===== src/verilog/gpio_port_pkg.sv =====
// constants, register map and types for the dual gpio port block
package gpio_port_pkg;

  // ==========================================================================
  // core i/o space register map
  localparam logic [5:0] PORT_B_PIN_SENSE_ADDR    = 6'h16;
  localparam logic [5:0] PORT_B_DIRECTION_ADDR    = 6'h17;
  localparam logic [5:0] PORT_B_OUTPUT_LATCH_ADDR = 6'h18;
  localparam logic [5:0] PORT_A_PIN_SENSE_ADDR    = 6'h19;
  localparam logic [5:0] PORT_A_DIRECTION_ADDR    = 6'h1a;
  localparam logic [5:0] PORT_A_OUTPUT_LATCH_ADDR = 6'h1b;
  localparam logic [5:0] MICRO_CONTROL_ADDR       = 6'h35;

  // ==========================================================================
  // fields and reset values
  localparam int         EXT_MEM_ENABLE_BIT = 7;
  localparam logic [7:0] LATCH_RESET        = 8'h00;
  localparam logic [7:0] DIRECTION_RESET    = 8'h00;
  localparam logic [7:0] MICRO_CONTROL_RESET = 8'h00;
  localparam logic [7:0] UNMAPPED_READ      = 8'h00;
  localparam logic [7:0] NO_EXT_READ        = 8'hff;
  localparam logic [7:0] ALL_PINS           = 8'hff;
  localparam logic [7:0] NO_PINS            = 8'h00;
  localparam logic [7:0] BIT_ONE            = 8'h01;

  // last internal data address; anything above belongs to external memory
  localparam logic [15:0] INT_SRAM_TOP = 16'h045f;

  // ==========================================================================
  // external bus timing
  localparam int CLK_PERIOD_NS  = 4;
  localparam int ALE_HIGH_NS    = 4;
  localparam int ADDR_HOLD_NS   = 4;
  localparam int STROBE_NS      = 32;
  localparam int ALE_CYC_I  = (ALE_HIGH_NS + CLK_PERIOD_NS - 1) / CLK_PERIOD_NS;
  localparam int HOLD_CYC_I = (ADDR_HOLD_NS + CLK_PERIOD_NS - 1)
                              / CLK_PERIOD_NS;
  localparam int STRB_CYC_I = (STROBE_NS + CLK_PERIOD_NS - 1) / CLK_PERIOD_NS;
  localparam logic [3:0] ALE_CYCLES    = 4'((ALE_CYC_I < 1) ? 1 : ALE_CYC_I);
  localparam logic [3:0] HOLD_CYCLES   = 4'((HOLD_CYC_I < 1) ? 1 : HOLD_CYC_I);
  localparam logic [3:0] STROBE_CYCLES = 4'((STRB_CYC_I < 1) ? 1 : STRB_CYC_I);
  localparam logic [3:0] CNT_LAST      = 4'h1;
  localparam logic [3:0] CNT_STEP      = 4'h1;

  // ==========================================================================
  // external bus sequencer states, gray along idle-addr-hold-strobe
  typedef enum logic [1:0] {
    XS_IDLE   = 2'h0,
    XS_ADDR   = 2'h1,
    XS_HOLD   = 2'h3,
    XS_STROBE = 2'h2
  } xmem_state_e;

endpackage

===== src/verilog/bit_sync.sv =====
// two flip-flop synchroniser for a group of pin levels
`timescale 1ns/1ps
module bit_sync #(
  parameter int WIDTH = 8
) (
  input  wire logic             mclk,
  input  wire logic             rst_n,
  input  wire logic [WIDTH-1:0] async_in,
  output logic      [WIDTH-1:0] sync_out
);

  logic [WIDTH-1:0] meta_reg;

  always_ff @(posedge mclk or negedge rst_n) begin
    if (!rst_n) begin
      meta_reg <= '0;
      sync_out <= '0;
    end else begin
      meta_reg <= async_in;
      sync_out <= meta_reg;
    end
  end

endmodule


===== src/verilog/dual_gpio_port.sv =====
// two 8-bit gpio ports with external data-memory override on port a
`timescale 1ns/1ps

// Overview of operation
// - external memory enable overrides port a and strobe pin directions
// - enable clear: port a pins follow only their latch and direction bits
// - enable clear: accesses above internal sram are never folded back
// - external access: port a is address/data bus, pull-ups kept on
// - address valid on port a at latch strobe fall; strobe low meanwhile
// - read/write strobes pulse low only for external memory accesses
// - latch strobe stays steady during internal accesses
// - single-bit set/clear touches only the chosen bit
// - port a latch, direction, pin sense at 1b, 1a, 19; sense read-only
// - port b latch, direction, pin sense at 18, 17, 16
// - latch address reads the latch; sense address reads the pins
// - direction one drives the latch bit push-pull; zero is input
// - input pin pull-up follows the latch bit; off when output
// - any reset puts all pins high-impedance at once, clock or not
// - pin levels pass clocked synchronisers before the sense path
// - port b bits 0-3: timer0, timer2/timer1, serial2 rx, serial2 tx
// - port b bits 4-7: spi select, mosi, miso, serial clock
// - external memory enable is bit 7 of the micro control register
module dual_gpio_port
  import gpio_port_pkg::*;
(
  input  wire logic        mclk,
  input  wire logic        rstn,
  input  wire logic [5:0]  io_addr,
  input  wire logic [7:0]  io_wdata,
  input  wire logic        io_we,
  input  wire logic        io_re,
  input  wire logic        io_bit_set,
  input  wire logic        io_bit_clr,
  input  wire logic [2:0]  io_bit_sel,
  output logic      [7:0]  io_rdata,
  input  wire logic        xmem_req,
  input  wire logic        xmem_we,
  input  wire logic [15:0] xmem_addr,
  input  wire logic [7:0]  xmem_wdata,
  output logic             xmem_ack,
  output logic      [7:0]  xmem_rdata,
  input  wire logic [7:0]  pa_in,
  output logic      [7:0]  pa_out,
  output logic      [7:0]  pa_oe,
  output logic      [7:0]  pa_pullup,
  input  wire logic [7:0]  pb_in,
  output logic      [7:0]  pb_out,
  output logic      [7:0]  pb_oe,
  output logic      [7:0]  pb_pullup,
  output logic             ext_mem_enable,
  output logic      [7:0]  addr_high_out,
  output logic             ale,
  output logic             rd_n,
  output logic             wr_n,
  input  wire logic        timer0_compare_en,
  input  wire logic        timer0_compare_out,
  input  wire logic        timer2_compare_en,
  input  wire logic        timer2_compare_out,
  input  wire logic        serial2_rx_en,
  input  wire logic        serial2_tx_en,
  input  wire logic        serial2_transmit,
  input  wire logic        spi_enable,
  input  wire logic        spi_master,
  input  wire logic        spi_mosi_out,
  input  wire logic        spi_miso_out,
  input  wire logic        spi_sck_out,
  output logic             timer0_count_in,
  output logic             timer1_count_in,
  output logic             serial2_receive,
  output logic             spi_ss_in,
  output logic             spi_mosi_in,
  output logic             spi_miso_in,
  output logic             spi_sck_in
);

  // ==========================================================================
  // state
  typedef struct packed {
    logic [7:0]  pa_latch;
    logic [7:0]  pa_dir;
    logic [7:0]  pb_latch;
    logic [7:0]  pb_dir;
    logic [7:0]  mcu_ctrl;
    logic [7:0]  rdata;
    xmem_state_e xstate;
    logic [3:0]  xcnt;
    logic        xwe;
    logic [7:0]  xwdata;
    logic [7:0]  bus_out;
    logic        bus_drive;
    logic [7:0]  addr_high;
    logic [7:0]  xrdata;
    logic        xack;
    logic        ale;
    logic        rd_n;
    logic        wr_n;
  } port_state_s;

  localparam port_state_s STATE_RESET = '{
    pa_latch:  LATCH_RESET,     pa_dir:    DIRECTION_RESET,
    pb_latch:  LATCH_RESET,     pb_dir:    DIRECTION_RESET,
    mcu_ctrl:  MICRO_CONTROL_RESET,
    rdata:     UNMAPPED_READ,   xstate:    XS_IDLE,
    xcnt:      4'h0,            xwe:       1'h0,
    xwdata:    8'h00,           bus_out:   8'h00,
    bus_drive: 1'h0,            addr_high: 8'h00,
    xrdata:    8'h00,           xack:      1'h0,
    ale:       1'h0,            rd_n:      1'h1,
    wr_n:      1'h1
  };

  port_state_s st_reg;
  port_state_s st_next;
  logic [1:0]  rst_pipe;
  logic        rst_sync_n;
  logic [7:0]  pa_sync;
  logic [7:0]  pb_sync;
  logic [7:0]  bit_mask;
  logic        ext_en;
  logic [7:0]  pb_force_in;
  logic [7:0]  pb_force_out;
  logic [7:0]  pb_use_alt;
  logic [7:0]  pb_alt_val;

  function automatic logic [7:0] bit_op(input logic [7:0] old,
                                        input logic [7:0] mask,
                                        input logic       set);
    bit_op = set ? (old | mask) : (old & ~mask);
  endfunction

  // ==========================================================================
  // reset release; assertion reaches all state without a clock edge
  always_ff @(posedge mclk or negedge rstn) begin
    if (!rstn) begin
      rst_pipe <= 2'h0;
    end else begin
      rst_pipe <= {rst_pipe[0], 1'h1};
    end
  end
  assign rst_sync_n = rst_pipe[1];

  // ==========================================================================
  // pin synchronisers
  bit_sync #(.WIDTH(8)) u_sync_a (
    .mclk     (mclk),
    .rst_n    (rst_sync_n),
    .async_in (pa_in),
    .sync_out (pa_sync)
  );

  bit_sync #(.WIDTH(8)) u_sync_b (
    .mclk     (mclk),
    .rst_n    (rst_sync_n),
    .async_in (pb_in),
    .sync_out (pb_sync)
  );

  // ==========================================================================
  // next state
  assign ext_en   = st_reg.mcu_ctrl[EXT_MEM_ENABLE_BIT];
  assign bit_mask = BIT_ONE << io_bit_sel;

  always_comb begin
    st_next      = st_reg;
    st_next.xack = 1'h0;
    // sense addresses fall to default: no state changes
    if (io_we) begin
      case (io_addr)
        PORT_A_OUTPUT_LATCH_ADDR: st_next.pa_latch = io_wdata;
        PORT_A_DIRECTION_ADDR:    st_next.pa_dir   = io_wdata;
        PORT_B_OUTPUT_LATCH_ADDR: st_next.pb_latch = io_wdata;
        PORT_B_DIRECTION_ADDR:    st_next.pb_dir   = io_wdata;
        MICRO_CONTROL_ADDR:       st_next.mcu_ctrl = io_wdata;
        default: ;
      endcase
    end
    if (io_bit_set || io_bit_clr) begin
      case (io_addr)
        PORT_A_OUTPUT_LATCH_ADDR:
          st_next.pa_latch = bit_op(st_reg.pa_latch, bit_mask, io_bit_set);
        PORT_A_DIRECTION_ADDR:
          st_next.pa_dir = bit_op(st_reg.pa_dir, bit_mask, io_bit_set);
        PORT_B_OUTPUT_LATCH_ADDR:
          st_next.pb_latch = bit_op(st_reg.pb_latch, bit_mask, io_bit_set);
        PORT_B_DIRECTION_ADDR:
          st_next.pb_dir = bit_op(st_reg.pb_dir, bit_mask, io_bit_set);
        MICRO_CONTROL_ADDR:
          st_next.mcu_ctrl = bit_op(st_reg.mcu_ctrl, bit_mask, io_bit_set);
        default: ;
      endcase
    end
    if (io_re) begin
      case (io_addr)
        PORT_A_OUTPUT_LATCH_ADDR: st_next.rdata = st_reg.pa_latch;
        PORT_A_DIRECTION_ADDR:    st_next.rdata = st_reg.pa_dir;
        PORT_A_PIN_SENSE_ADDR:    st_next.rdata = pa_sync;
        PORT_B_OUTPUT_LATCH_ADDR: st_next.rdata = st_reg.pb_latch;
        PORT_B_DIRECTION_ADDR:    st_next.rdata = st_reg.pb_dir;
        PORT_B_PIN_SENSE_ADDR:    st_next.rdata = pb_sync;
        MICRO_CONTROL_ADDR:       st_next.rdata = st_reg.mcu_ctrl;
        default:                  st_next.rdata = UNMAPPED_READ;
      endcase
    end

    unique case (st_reg.xstate)
      XS_IDLE: begin
        if (xmem_req) begin
          if (!ext_en || (xmem_addr <= INT_SRAM_TOP)) begin
            // no strobes and no wrap into internal ram
            st_next.xack   = 1'h1;
            st_next.xrdata = NO_EXT_READ;
          end else begin
            st_next.xstate    = XS_ADDR;
            st_next.xcnt      = ALE_CYCLES;
            st_next.ale       = 1'h1;
            st_next.bus_out   = xmem_addr[7:0];
            st_next.bus_drive = 1'h1;
            st_next.addr_high = xmem_addr[15:8];
            st_next.xwe       = xmem_we;
            st_next.xwdata    = xmem_wdata;
          end
        end
      end
      XS_ADDR: begin
        if (st_reg.xcnt == CNT_LAST) begin
          // address stays on the bus across the fall
          st_next.ale    = 1'h0;
          st_next.xstate = XS_HOLD;
          st_next.xcnt   = HOLD_CYCLES;
        end else begin
          st_next.xcnt = st_reg.xcnt - CNT_STEP;
        end
      end
      XS_HOLD: begin
        if (st_reg.xcnt == CNT_LAST) begin
          st_next.xstate = XS_STROBE;
          st_next.xcnt   = STROBE_CYCLES;
          st_next.rd_n   = st_reg.xwe;
          st_next.wr_n   = ~st_reg.xwe;
          if (st_reg.xwe) begin
            st_next.bus_out = st_reg.xwdata;
          end else begin
            st_next.bus_drive = 1'h0;
          end
        end else begin
          st_next.xcnt = st_reg.xcnt - CNT_STEP;
        end
      end
      XS_STROBE: begin
        if (st_reg.xcnt == CNT_LAST) begin
          // strobe long enough to cover the synchroniser delay
          st_next.rd_n      = 1'h1;
          st_next.wr_n      = 1'h1;
          st_next.bus_drive = 1'h0;
          st_next.xstate    = XS_IDLE;
          st_next.xack      = 1'h1;
          if (!st_reg.xwe) begin
            st_next.xrdata = pa_sync;
          end
        end else begin
          st_next.xcnt = st_reg.xcnt - CNT_STEP;
        end
      end
    endcase
  end

  always_ff @(posedge mclk or negedge rst_sync_n) begin
    if (!rst_sync_n) begin
      st_reg <= STATE_RESET;
    end else begin
      st_reg <= st_next;
    end
  end

  // ==========================================================================
  // port b alternate overrides; software still owns the ddr/latch bits
  always_comb begin
    pb_force_in  = NO_PINS;
    pb_force_out = NO_PINS;
    pb_use_alt   = NO_PINS;
    pb_alt_val   = NO_PINS;
    pb_use_alt[0]   = timer0_compare_en;
    pb_alt_val[0]   = timer0_compare_out;
    pb_use_alt[1]   = timer2_compare_en;
    pb_alt_val[1]   = timer2_compare_out;
    pb_force_in[2]  = serial2_rx_en;
    pb_force_out[3] = serial2_tx_en & rst_sync_n;
    pb_use_alt[3]   = serial2_tx_en;
    pb_alt_val[3]   = serial2_transmit;
    pb_force_in[4]  = spi_enable & ~spi_master;
    pb_force_in[5]  = spi_enable & ~spi_master;
    pb_use_alt[5]   = spi_enable & spi_master;
    pb_alt_val[5]   = spi_mosi_out;
    pb_force_in[6]  = spi_enable & spi_master;
    pb_use_alt[6]   = spi_enable & ~spi_master;
    pb_alt_val[6]   = spi_miso_out;
    pb_force_in[7]  = spi_enable & ~spi_master;
    pb_use_alt[7]   = spi_enable & spi_master;
    pb_alt_val[7]   = spi_sck_out;
  end

  // ==========================================================================
  // pad cells
  for (genvar n = 0; n < 8; n++) begin : g_pin
    gpio_pin_cell u_pa (
      .dir_bit      (st_reg.pa_dir[n]),
      .latch_bit    (st_reg.pa_latch[n]),
      .force_in     (ext_en & ~st_reg.bus_drive),
      .force_out    (ext_en & st_reg.bus_drive),
      .use_alt      (ext_en),
      .alt_val      (st_reg.bus_out[n]),
      .force_pullup (ext_en),
      .pin_out      (pa_out[n]),
      .pin_oe       (pa_oe[n]),
      .pin_pullup   (pa_pullup[n])
    );
    gpio_pin_cell u_pb (
      .dir_bit      (st_reg.pb_dir[n]),
      .latch_bit    (st_reg.pb_latch[n]),
      .force_in     (pb_force_in[n]),
      .force_out    (pb_force_out[n]),
      .use_alt      (pb_use_alt[n]),
      .alt_val      (pb_alt_val[n]),
      .force_pullup (1'h0),
      .pin_out      (pb_out[n]),
      .pin_oe       (pb_oe[n]),
      .pin_pullup   (pb_pullup[n])
    );
  end

  // ==========================================================================
  // outputs; strobes masked if the enable drops mid-access
  assign io_rdata        = st_reg.rdata;
  assign xmem_ack        = st_reg.xack;
  assign xmem_rdata      = st_reg.xrdata;
  assign ext_mem_enable  = ext_en;
  assign addr_high_out   = st_reg.addr_high;
  assign ale             = st_reg.ale & ext_en;
  assign rd_n            = st_reg.rd_n | ~ext_en;
  assign wr_n            = st_reg.wr_n | ~ext_en;
  assign timer0_count_in = pb_sync[0];
  assign timer1_count_in = pb_sync[1];
  assign serial2_receive = pb_sync[2];
  assign spi_ss_in       = pb_sync[4];
  assign spi_mosi_in     = pb_sync[5];
  assign spi_miso_in     = pb_sync[6];
  assign spi_sck_in      = pb_sync[7];

  // ==========================================================================
  // assertions
  property p_strobe_ext;
    @(posedge mclk) disable iff (!rst_sync_n)
    (!rd_n || !wr_n) |-> ext_en && (st_reg.xstate == XS_STROBE);
  endproperty
  a_strobe_ext: assert property (p_strobe_ext)
    else $error("strobe low outside external access");

  property p_ale_low_in_strobe;
    @(posedge mclk) disable iff (!rst_sync_n)
    $fell(ale) |-> !ale throughout (##[1:2] (!rd_n || !wr_n));
  endproperty
  a_ale_low_in_strobe: assert property (p_ale_low_in_strobe)
    else $error("latch strobe not low into data phase");

  property p_addr_valid;
    @(posedge mclk) disable iff (!rst_sync_n)
    ale |=> (pa_oe == ALL_PINS) && (pa_out == $past(st_reg.bus_out));
  endproperty
  a_addr_valid: assert property (p_addr_valid)
    else $error("address not held on port a at latch fall");

  property p_plain_dir;
    @(posedge mclk) disable iff (!rst_sync_n)
    !ext_en |-> (pa_oe == st_reg.pa_dir) && (pa_out == st_reg.pa_latch);
  endproperty
  a_plain_dir: assert property (p_plain_dir)
    else $error("port a not following direction and latch");

  property p_no_fold;
    @(posedge mclk) disable iff (!rst_sync_n)
    (xmem_req && !ext_en && st_reg.xstate == XS_IDLE)
      |=> xmem_ack && (xmem_rdata == NO_EXT_READ) && rd_n && wr_n;
  endproperty
  a_no_fold: assert property (p_no_fold)
    else $error("disabled external access not refused");

  property p_pullup_plain;
    @(posedge mclk) disable iff (!rst_sync_n)
    !ext_en |-> pa_pullup == (~st_reg.pa_dir & st_reg.pa_latch);
  endproperty
  a_pullup_plain: assert property (p_pullup_plain)
    else $error("port a pull-up mismatch");

  property p_pullup_bus;
    @(posedge mclk) disable iff (!rst_sync_n)
    ext_en |-> pa_pullup == ALL_PINS;
  endproperty
  a_pullup_bus: assert property (p_pullup_bus)
    else $error("port a pull-ups off in bus mode");

  property p_bit_set;
    @(posedge mclk) disable iff (!rst_sync_n)
    (io_bit_set && !io_bit_clr && !io_we
      && io_addr == PORT_A_DIRECTION_ADDR)
      |=> st_reg.pa_dir == ($past(st_reg.pa_dir) | $past(bit_mask));
  endproperty
  a_bit_set: assert property (p_bit_set)
    else $error("single-bit set disturbed other bits");

  property p_sense_write;
    @(posedge mclk) disable iff (!rst_sync_n)
    (io_we && !io_bit_set && !io_bit_clr
      && io_addr == PORT_B_PIN_SENSE_ADDR)
      |=> $stable(st_reg.pb_latch) && $stable(st_reg.pb_dir);
  endproperty
  a_sense_write: assert property (p_sense_write)
    else $error("sense write changed port b");

  property p_latch_read;
    @(posedge mclk) disable iff (!rst_sync_n)
    (io_re && io_addr == PORT_B_OUTPUT_LATCH_ADDR)
      |=> io_rdata == $past(st_reg.pb_latch);
  endproperty
  a_latch_read: assert property (p_latch_read)
    else $error("latch read wrong");

  property p_write_drive;
    @(posedge mclk) disable iff (!rst_sync_n)
    !wr_n |-> (pa_oe == ALL_PINS) && (pa_out == st_reg.xwdata);
  endproperty
  a_write_drive: assert property (p_write_drive)
    else $error("port a not driving write data");

endmodule


===== src/verilog/gpio_pin_cell.sv =====
// pad control of one port pin: direction, drive value, pull-up, override
`timescale 1ns/1ps
module gpio_pin_cell (
  input  wire logic dir_bit,
  input  wire logic latch_bit,
  input  wire logic force_in,
  input  wire logic force_out,
  input  wire logic use_alt,
  input  wire logic alt_val,
  input  wire logic force_pullup,
  output logic      pin_out,
  output logic      pin_oe,
  output logic      pin_pullup
);

  // a forced output wins over a forced input if both are ever raised
  assign pin_oe     = force_out | (dir_bit & ~force_in);
  assign pin_out    = use_alt ? alt_val : latch_bit;
  // pull-up when forced, else only on a non-driven pin whose latch holds one
  assign pin_pullup = force_pullup | (~pin_oe & latch_bit);

endmodule


===== config.mk =====
export PLATFORM = sky130hd
export DESIGN_NAME = dual_gpio_port
export DESIGN_NICKNAME = d
export VERILOG_FILES = /design/src/verilog/gpio_port_pkg.sv /design/src/verilog/bit_sync.sv /design/src/verilog/dual_gpio_port.sv /design/src/verilog/gpio_pin_cell.sv
export SDC_FILE = /design/constraint.sdc
export NUM_CORES = 1
export LEC_CHECK = 0
export BUFFER_PORTS_ARGS = -buffer_cell sky130_fd_sc_hd__buf_2
export CORE_ASPECT_RATIO = 0.6
export CORE_UTILIZATION = 49
export CTS_CLUSTER_DIAMETER = 60
export DETAILED_ROUTE_END_ITERATION = 10
export PLACE_DENSITY = 0.76
export SYNTH_ARGS = -nofsm -noshare
export SYNTH_HDL_FRONTEND = slang
export SYNTH_SLANG_ARGS = --single-unit

===== constraint.sdc =====
create_clock -name mclk -period 4.57 [get_ports mclk]
set_input_delay 0.914 -clock mclk [delete_from_list [all_inputs] [get_ports mclk]]
set_output_delay 0.914 -clock mclk [all_outputs]
set_load 0.005 [all_outputs]

==> impl_metrics.py, run 1 <==
metrics = {
    "routing": {
        "vias": 5207,
        "drt-wirelength-per-cell_um": 19.6,
        "ant_nets": 0,
        "routed_wl_um": 17400,
        "drc": 0,
        "via_per_inst": 5.84,
        "dr.first_iter.drc_count": 567,
        "dr.pass1.iters": 5,
    },
    "die": {
        "core_region_area_um2": 12900,
        "dieArea_um2": 13800,
        "die_h_um": 91.3,
        "rows": 32,
        "die_x_um": 151,
        "initial_utilization_pct": 50.5,
        "num_io_pins": 161,
    },
    "sta": {
        "finalHoldViolations": 0,
        "clock_skew_ps": 6.66,
        "slew_headroom_pct": 26.7,
        "worstMarginPinSlew_ps": 1090,
        "min_period_over_period_pct": 61.5,
        "period_minus_slack_ps": 2810,
        "drv_slew": 0,
        "finalSetupViolations": 0,
        "rsz0062_at_grt": "false",
        "fin_tns_setup_ps": 0,
        "fin_ws_ps": 1760,
        "max_freq_ghz": 0.356,
    },
    "synth": {
        "synthMuxAreaShare_pct": 9.83,
        "syn_inst": 619,
        "avgSynthCellArea_um2": 10.5,
        "ys_warn_count": 0,
        "synth-edff-count": 0,
        "synth_adder_area_share_pct": 0.385,
        "ys_seq_area_share_pct": 48.5,
        "synth_area_leaders": "dfrtp_1 48%, buf_4 8.3%, a21oi_1 5.2%, mux2_2 5.0%, mux4_2 2.4%",
        "yosys.area_share.simple_pct": 11.2,
        "synth_nets": 698,
        "ys_top_cells_by_count": "124 x dfrtp_1, 72 x buf_4, 67 x a21oi_1",
        "syn_area_um2": 6510,
        "synth_xor_area_share_pct": 0.135,
        "synthArstFlopShare_pct": 100,
        "synthFlopType": "dfrtp_1",
        "synth_top_area_share_pct": 47.7,
        "synth_top_family_by_area": "compound AO/OA/AOI/OAI gates",
        "synth_top_area_cell": "dfrtp_1",
        "synth_most_common_cell": "dfrtp_1",
        "ys_types": 62,
        "synth-compound-area-share_pct": 17.6,
        "synth_seq_cells": 126,
    },
    "status": {
        "status": "finished, final reports clean",
    },
    "final_layout": {
        "num-fill-cells": 1094,
        "antenna-diode-count": 0,
        "syn2layout_area_growth_pct": 15.0,
        "nNetsFinal": 787,
        "drive_gt1_share_pct": 36.1,
    },
    "critical_path": {
        "path_class": "flop to output port",
        "path_max_fanout": 34,
        "worst_setup_path_start_kind": "flop",
        "slowest_delay_ps": 380,
        "end_kind": "output port",
        "critPathSlowestCell": "dfrtp_1",
        "r2r_setup_slack_ps": 2030,
        "cp_data_arrival_time_ps": 1890,
        "path_cells": "buf_4, nand2_1, o21ai_0, buf_2",
        "required_ps": 3660,
    },
    "place": {
        "place_ws_ps": 1630,
        "io_buffers": 160,
        "place.gp.congestion": 0.922,
        "dp_hpwl_um": 12800,
    },
    "global_route": {
        "grt_pass1_vias": 5067,
        "grt_pass1_wl_um": 27400,
        "antenna_found_initial": 0,
        "track_usage_pct": 26.7,
        "grt_max_degree": 70,
        "overflow": 0,
    },
    "pwr": {
        "cellPowerDensity_nw_per_um2": 485,
        "total_power_mw": 3.63,
        "p_leak_nw": 3.54,
        "ir_worst_vdd_uv": 303,
    },
    "job": {
        "maxCapViolCount": 0,
    },
    "clock_network": {
        "clockRootBuffer": "clkbuf_16",
        "path_clk_slew_ps": 50,
        "cts_buffer_depth": 2,
        "cts_tree": "yes",
        "cts-hold-fix-buffers": 0,
        "cts.htree.levels": 4,
        "clkLatencyLatePin_ps": 420,
        "cts.sinks": 126,
        "numCtsBuffers": 17,
        "post-cts-setup-buffers": 0,
        "cts_resized": 0,
    },
    "worst_hold_path": {
        "hold_class": "primary input to async pin",
    },
}
==> power by group <==
part	leakage [nW]	internal (mW)	total [mW]	switching [mW]
logic	1.71	0.407	0.828	0.421
registers	1.57	1.34	1.51	0.174
clock network	0.271	0.799	1.29	0.490
total	3.54	2.54	3.63	1.09
==> layout make-up <==
type                       count  area [um2]  share of cell area [%]
sequential                   126        3160                    42.2
multi-input combinational    356        2540                    34.0
timing repair buffer         168         861                    11.5
clock buffer                  21         440                    5.89
tap                          170         213                    2.84
inverter                      39         146                    1.96
clock inverter                11         118                    1.57
==> layer usage <==
metal  vias to the layer above  wire (um)  track usage, %  share of wire, %
li1                       2335          -               -                 -
met1                      2502       7840            40.7                45
met2                       331       7260            37.1                42
met3                        39       2040            7.09                12
met4                         0        282            6.92               1.6
met5                         -          0               0                 0
==> kinds of logic after synthesis <==
kind of cell | count (synthesis)
AOI/OAI and AO/OA | 175
xor gates and xnor gates | 1
adders and majority gates | 2
buffers and inverters | 137
DFF | 126
muxes | 47
other | 1
and+or+nand+nor | 130
==> through the flow <==
| stage | area (um2) | hold WS [ps] | utilization (%) | cells |
|---|---|---|---|---|
| 5_1_grt | 7480 | 269 | 58.0 | 891 |
| 3_3_place_gp | 6920 | 332 | 53.7 | 859 |
| 2_1_floorplan | 6510 | 331 | - | 619 |
| 6_report | 7480 | 276 | 58.0 | 891 |
| 3_5_place_dp | 6920 | 336 | 53.7 | 859 |
| 4_1_cts | 7480 | 263 | 58.0 | 891 |
==> final timing paths <==
| path | cells after the start | to | startpoint |
|---|---|---|---|
| min in group mclk | 0 | u_sync_b.sync_out[4] | u_sync_b.meta_reg[4] |
| max in group asynchronous | 2 | async pin | rst_pipe[1] |
| worst min register to register | 0 | u_sync_b.sync_out[4] | u_sync_b.meta_reg[4] |
| worst max-delay path | 4 | pa_oe[3] | flop |
| worst min-delay path | 1 | rst_pipe[1] | rstn |
| worst max register to register | 7 | st_reg[24] | st_reg[39] |
==> cells in the final DEF (no fill, tap or decap), types with 3 or more instances in the layout <==
cell,synthesis,layout
and2_1,9,9
clkbuf_16,0,17
a21oi_1,67,67
mux2_2,29,29
dfrtp_1,124,123
nand3b_1,6,6
nor4_1,7,7
or3b_2,4,4
clkinv_2,0,5
and2_0,4,4
a211oi_1,9,9
a2111oi_0,7,7
a32o_1,4,4
nor2_1,20,20
a32oi_1,3,3
buf_2,4,160
o21ai_0,27,27
a21o_1,9,9
o31ai_1,5,5
o22a_1,8,8
nand2_1,25,25
nand2b_1,6,6
mux2_4,9,9
buf_4,72,8
inv_1,38,38
nor3_1,17,17
o22ai_1,16,16
o2bb2ai_1,7,7
nor2b_1,10,10
clkbuf_1,19,4
nand3_1,6,6
mux4_2,7,7
==> critical path, delay by kind of cell, from the launching register on <==
family | cells | cell delay (ps)
compound gates | 1 | 240
buf+inv | 2 | 520
flops | 1 | 380
simple gates | 1 | 310
(Power assumes the default switching activity.)
==> inputs of run 2 (changes only) <==
ABC_AREA = 1   (was default)
PLACE_DENSITY = 0.75   (was 0.76)
clock period = 2.4 ns   (was 4.57 ns; I/O delays follow)
==> run 2 against run 1 <==
Compared with the run above:
- setup slack worse by 1600 ps
- non-clock buffer count grew 6
- total power is 130% higher
- global-route usage grew 1.8 points
- sequential power grew 110%
- critical path type unchanged
- hold slack got worse by 110 ps
- first-iteration DRC count rose by 16%
- largest power group unchanged
- die area grew 7.7%
- synthesized cell count grew 54%
- register-to-register slack worse by 1600 ps
- count of clock-buffer cells in the layout decreased by 1
==> impl_metrics.py, run 2 <==
metrics = {
    "status": {
        "status": "finished, final reports clean",
    },
    "die": {
        "num_io_pins": 161,
        "die_x_um": 157,
        "core_region_area_um2": 13800,
        "initial_utilization_pct": 50.7,
        "die_h_um": 94.7,
        "dieArea_um2": 14800,
        "rows": 33,
    },
    "place": {
        "place_ws_ps": 409,
        "dp_hpwl_um": 14700,
        "place.gp.congestion": 0.961,
        "io_buffers": 160,
    },
    "critical_path": {
        "r2r_setup_slack_ps": 470,
        "cp_data_arrival_time_ps": 1740,
        "required_ps": 1920,
        "path_class": "flop to output port",
        "worstRegToRegCells": 10,
        "path_max_fanout": 14,
        "worst_setup_path_start_kind": "flop",
        "end_kind": "output port",
        "rr_endpoint": "xmem_rdata[7]",
        "r2r-start": "st_reg[39]",
    },
    "synth": {
        "synth-edff-count": 0,
        "synth_top_area_share_pct": 44.2,
        "synthFlopType": "dfrtp_1",
        "synth_top_area_cell": "dfrtp_1",
        "ys_top_cells_by_count": "324 x nand2_1, 124 x dfrtp_1, 96 x inv_1",
        "ys_seq_area_share_pct": 45.0,
        "synth_nets": 1031,
        "synth_most_common_cell": "nand2_1",
        "syn_inst": 952,
        "synth_area_leaders": "dfrtp_1 44%, nand2_1 17%, buf_4 8.1%, o21ai_0 6.8%, inv_1 5.1%",
        "syn_area_um2": 7020,
        "ys_types": 33,
        "synthArstFlopShare_pct": 100,
        "ys_warn_count": 0,
        "synth_seq_cells": 126,
        "avgSynthCellArea_um2": 7.37,
    },
    "final_layout": {
        "final_util_pct": 59.1,
        "drive_gt1_share_pct": 22.1,
        "syn2layout_area_growth_pct": 16.4,
        "antenna-diode-count": 0,
        "nNetsFinal": 1134,
        "mostFrequentLayoutCells": "324 x nand2_1, 160 x buf_2, 123 x dfrtp_1",
        "final_common_cell": "nand2_1",
    },
    "clock_network": {
        "path_clk_slew_ps": 60,
        "cts_tree": "yes",
        "cts_resized": 0,
        "clkLatencyLatePin_ps": 420,
        "numCtsBuffers": 17,
        "post-cts-setup-buffers": 0,
        "cts.htree.levels": 4,
        "cts_buffer_depth": 2,
        "cts-hold-fix-buffers": 1,
        "clockRootBuffer": "clkbuf_16",
        "cts.sinks": 126,
    },
    "routing": {
        "vias": 6582,
        "drc": 0,
        "dr.first_iter.drc_count": 659,
        "ant_nets": 0,
        "routed_wl_um": 19900,
        "dr.pass1.iters": 6,
        "via_per_inst": 5.22,
        "drt-wirelength-per-cell_um": 15.8,
    },
    "sta": {
        "period_minus_slack_ps": 2220,
        "finalSetupViolations": 0,
        "fin_ws_ps": 182,
        "worstMarginPinSlew_ps": 740,
        "fin_tns_setup_ps": 0,
        "min_period_over_period_pct": 92.4,
        "max_freq_ghz": 0.451,
        "slew_headroom_pct": 50.2,
        "clock_skew_ps": 9.25,
        "rsz0062_at_grt": "false",
        "finalHoldViolations": 0,
        "drv_slew": 0,
    },
    "global_route": {
        "grt_max_degree": 125,
        "antenna_found_initial": 0,
        "grt_pass1_vias": 6028,
        "overflow": 0,
        "track_usage_pct": 28.5,
        "grt_pass1_wl_um": 31700,
    },
    "job": {
        "maxCapViolCount": 0,
    },
    "pwr": {
        "cellPowerDensity_nw_per_um2": 1030,
        "ir_worst_vdd_uv": 422,
        "p_leak_nw": 4.50,
    },
    "worst_hold_path": {
        "hold_path_end": "u_sync_a.meta_reg[0]",
        "whs_path_depth": 1,
        "min_from": "pa_in[0]",
        "hold_class": "primary input to flop",
    },
}
## run 2: cell count changes after synthesis, sizes merged, moves of 47 or more
cell and delta:
a21oi -51, inv +66, nand2 +308, nand3 +47, nor2 +55, o21ai +82
## run 2: layout make-up
type                       count  area (um2)
inverter                     105         394
sequential                   126        3160
clock inverter                12         160
timing repair buffer         174         921
multi-input combinational    631        2840
tap                          192         240
clock buffer                  20         457
fill                        1271        5660
## run 2: routing by layer
layer | global-route usage (%) | part of all wire [%] | vias to the layer above | wire (um)
li1 | - | - | 3163 | -
met1 | 43.0 | 48 | 3045 | 9500
met2 | 38.9 | 40 | 347 | 7910
met3 | 8.40 | 11 | 27 | 2290
met4 | 7.03 | 1.2 | 0 | 235
met5 | 3.74 | 0 | - | 0
## run 2: worst max path at each step
stage | end | cells past startpoint | slack [ps]
floorplan | pb_pullup[3] | 4 | 300
global placement | flop | 9 | 440
detailed placement | flop | 9 | 410
CTS | pa_oe[0] | 3 | 190
global route | pa_oe[7] | 3 | 70
finish | pa_oe[1] | 3 | 180
## run 2: worst max-delay path, stage by stage, from the launching register on
cell and delay (ps):
dfrtp_1 630, nand2_1 310, o21ai_0 210, buf_2 170
## run 2: kinds of logic after synthesis
group	synth area share, %
AND/OR/NAND/NOR	27.5
buffers and inverters	14.6
AO/OA/AOI/OAI	12.3
flip-flops	45.0
XOR/XNOR	0.250
adder cells (fa/ha/maj)	0.356
other	0.0534
## run 2: power breakdown
part	leakage [nW]	internal [mW]	switching [mW]
combinational	2.66	0.989	1.59
clock	0.301	1.70	1.00
sequential	1.54	2.71	0.412
total	4.50	5.40	3.01
## run 2: stage by stage
| step | instances | power [mW] | cell area (um2) | hold WS [ps] |
|---|---|---|---|---|
| after global routing | 1260 | 8.94 | 8170 | 157 |
| after detailed placement | 1227 | 5.65 | 7540 | 273 |
| after global placement | 1227 | 5.61 | 7540 | 271 |
| final | 1260 | 8.40 | 8170 | 169 |
| after CTS | 1260 | 8.38 | 8170 | 164 |
| after floorplan | 952 | 5.11 | 7020 | 184 |
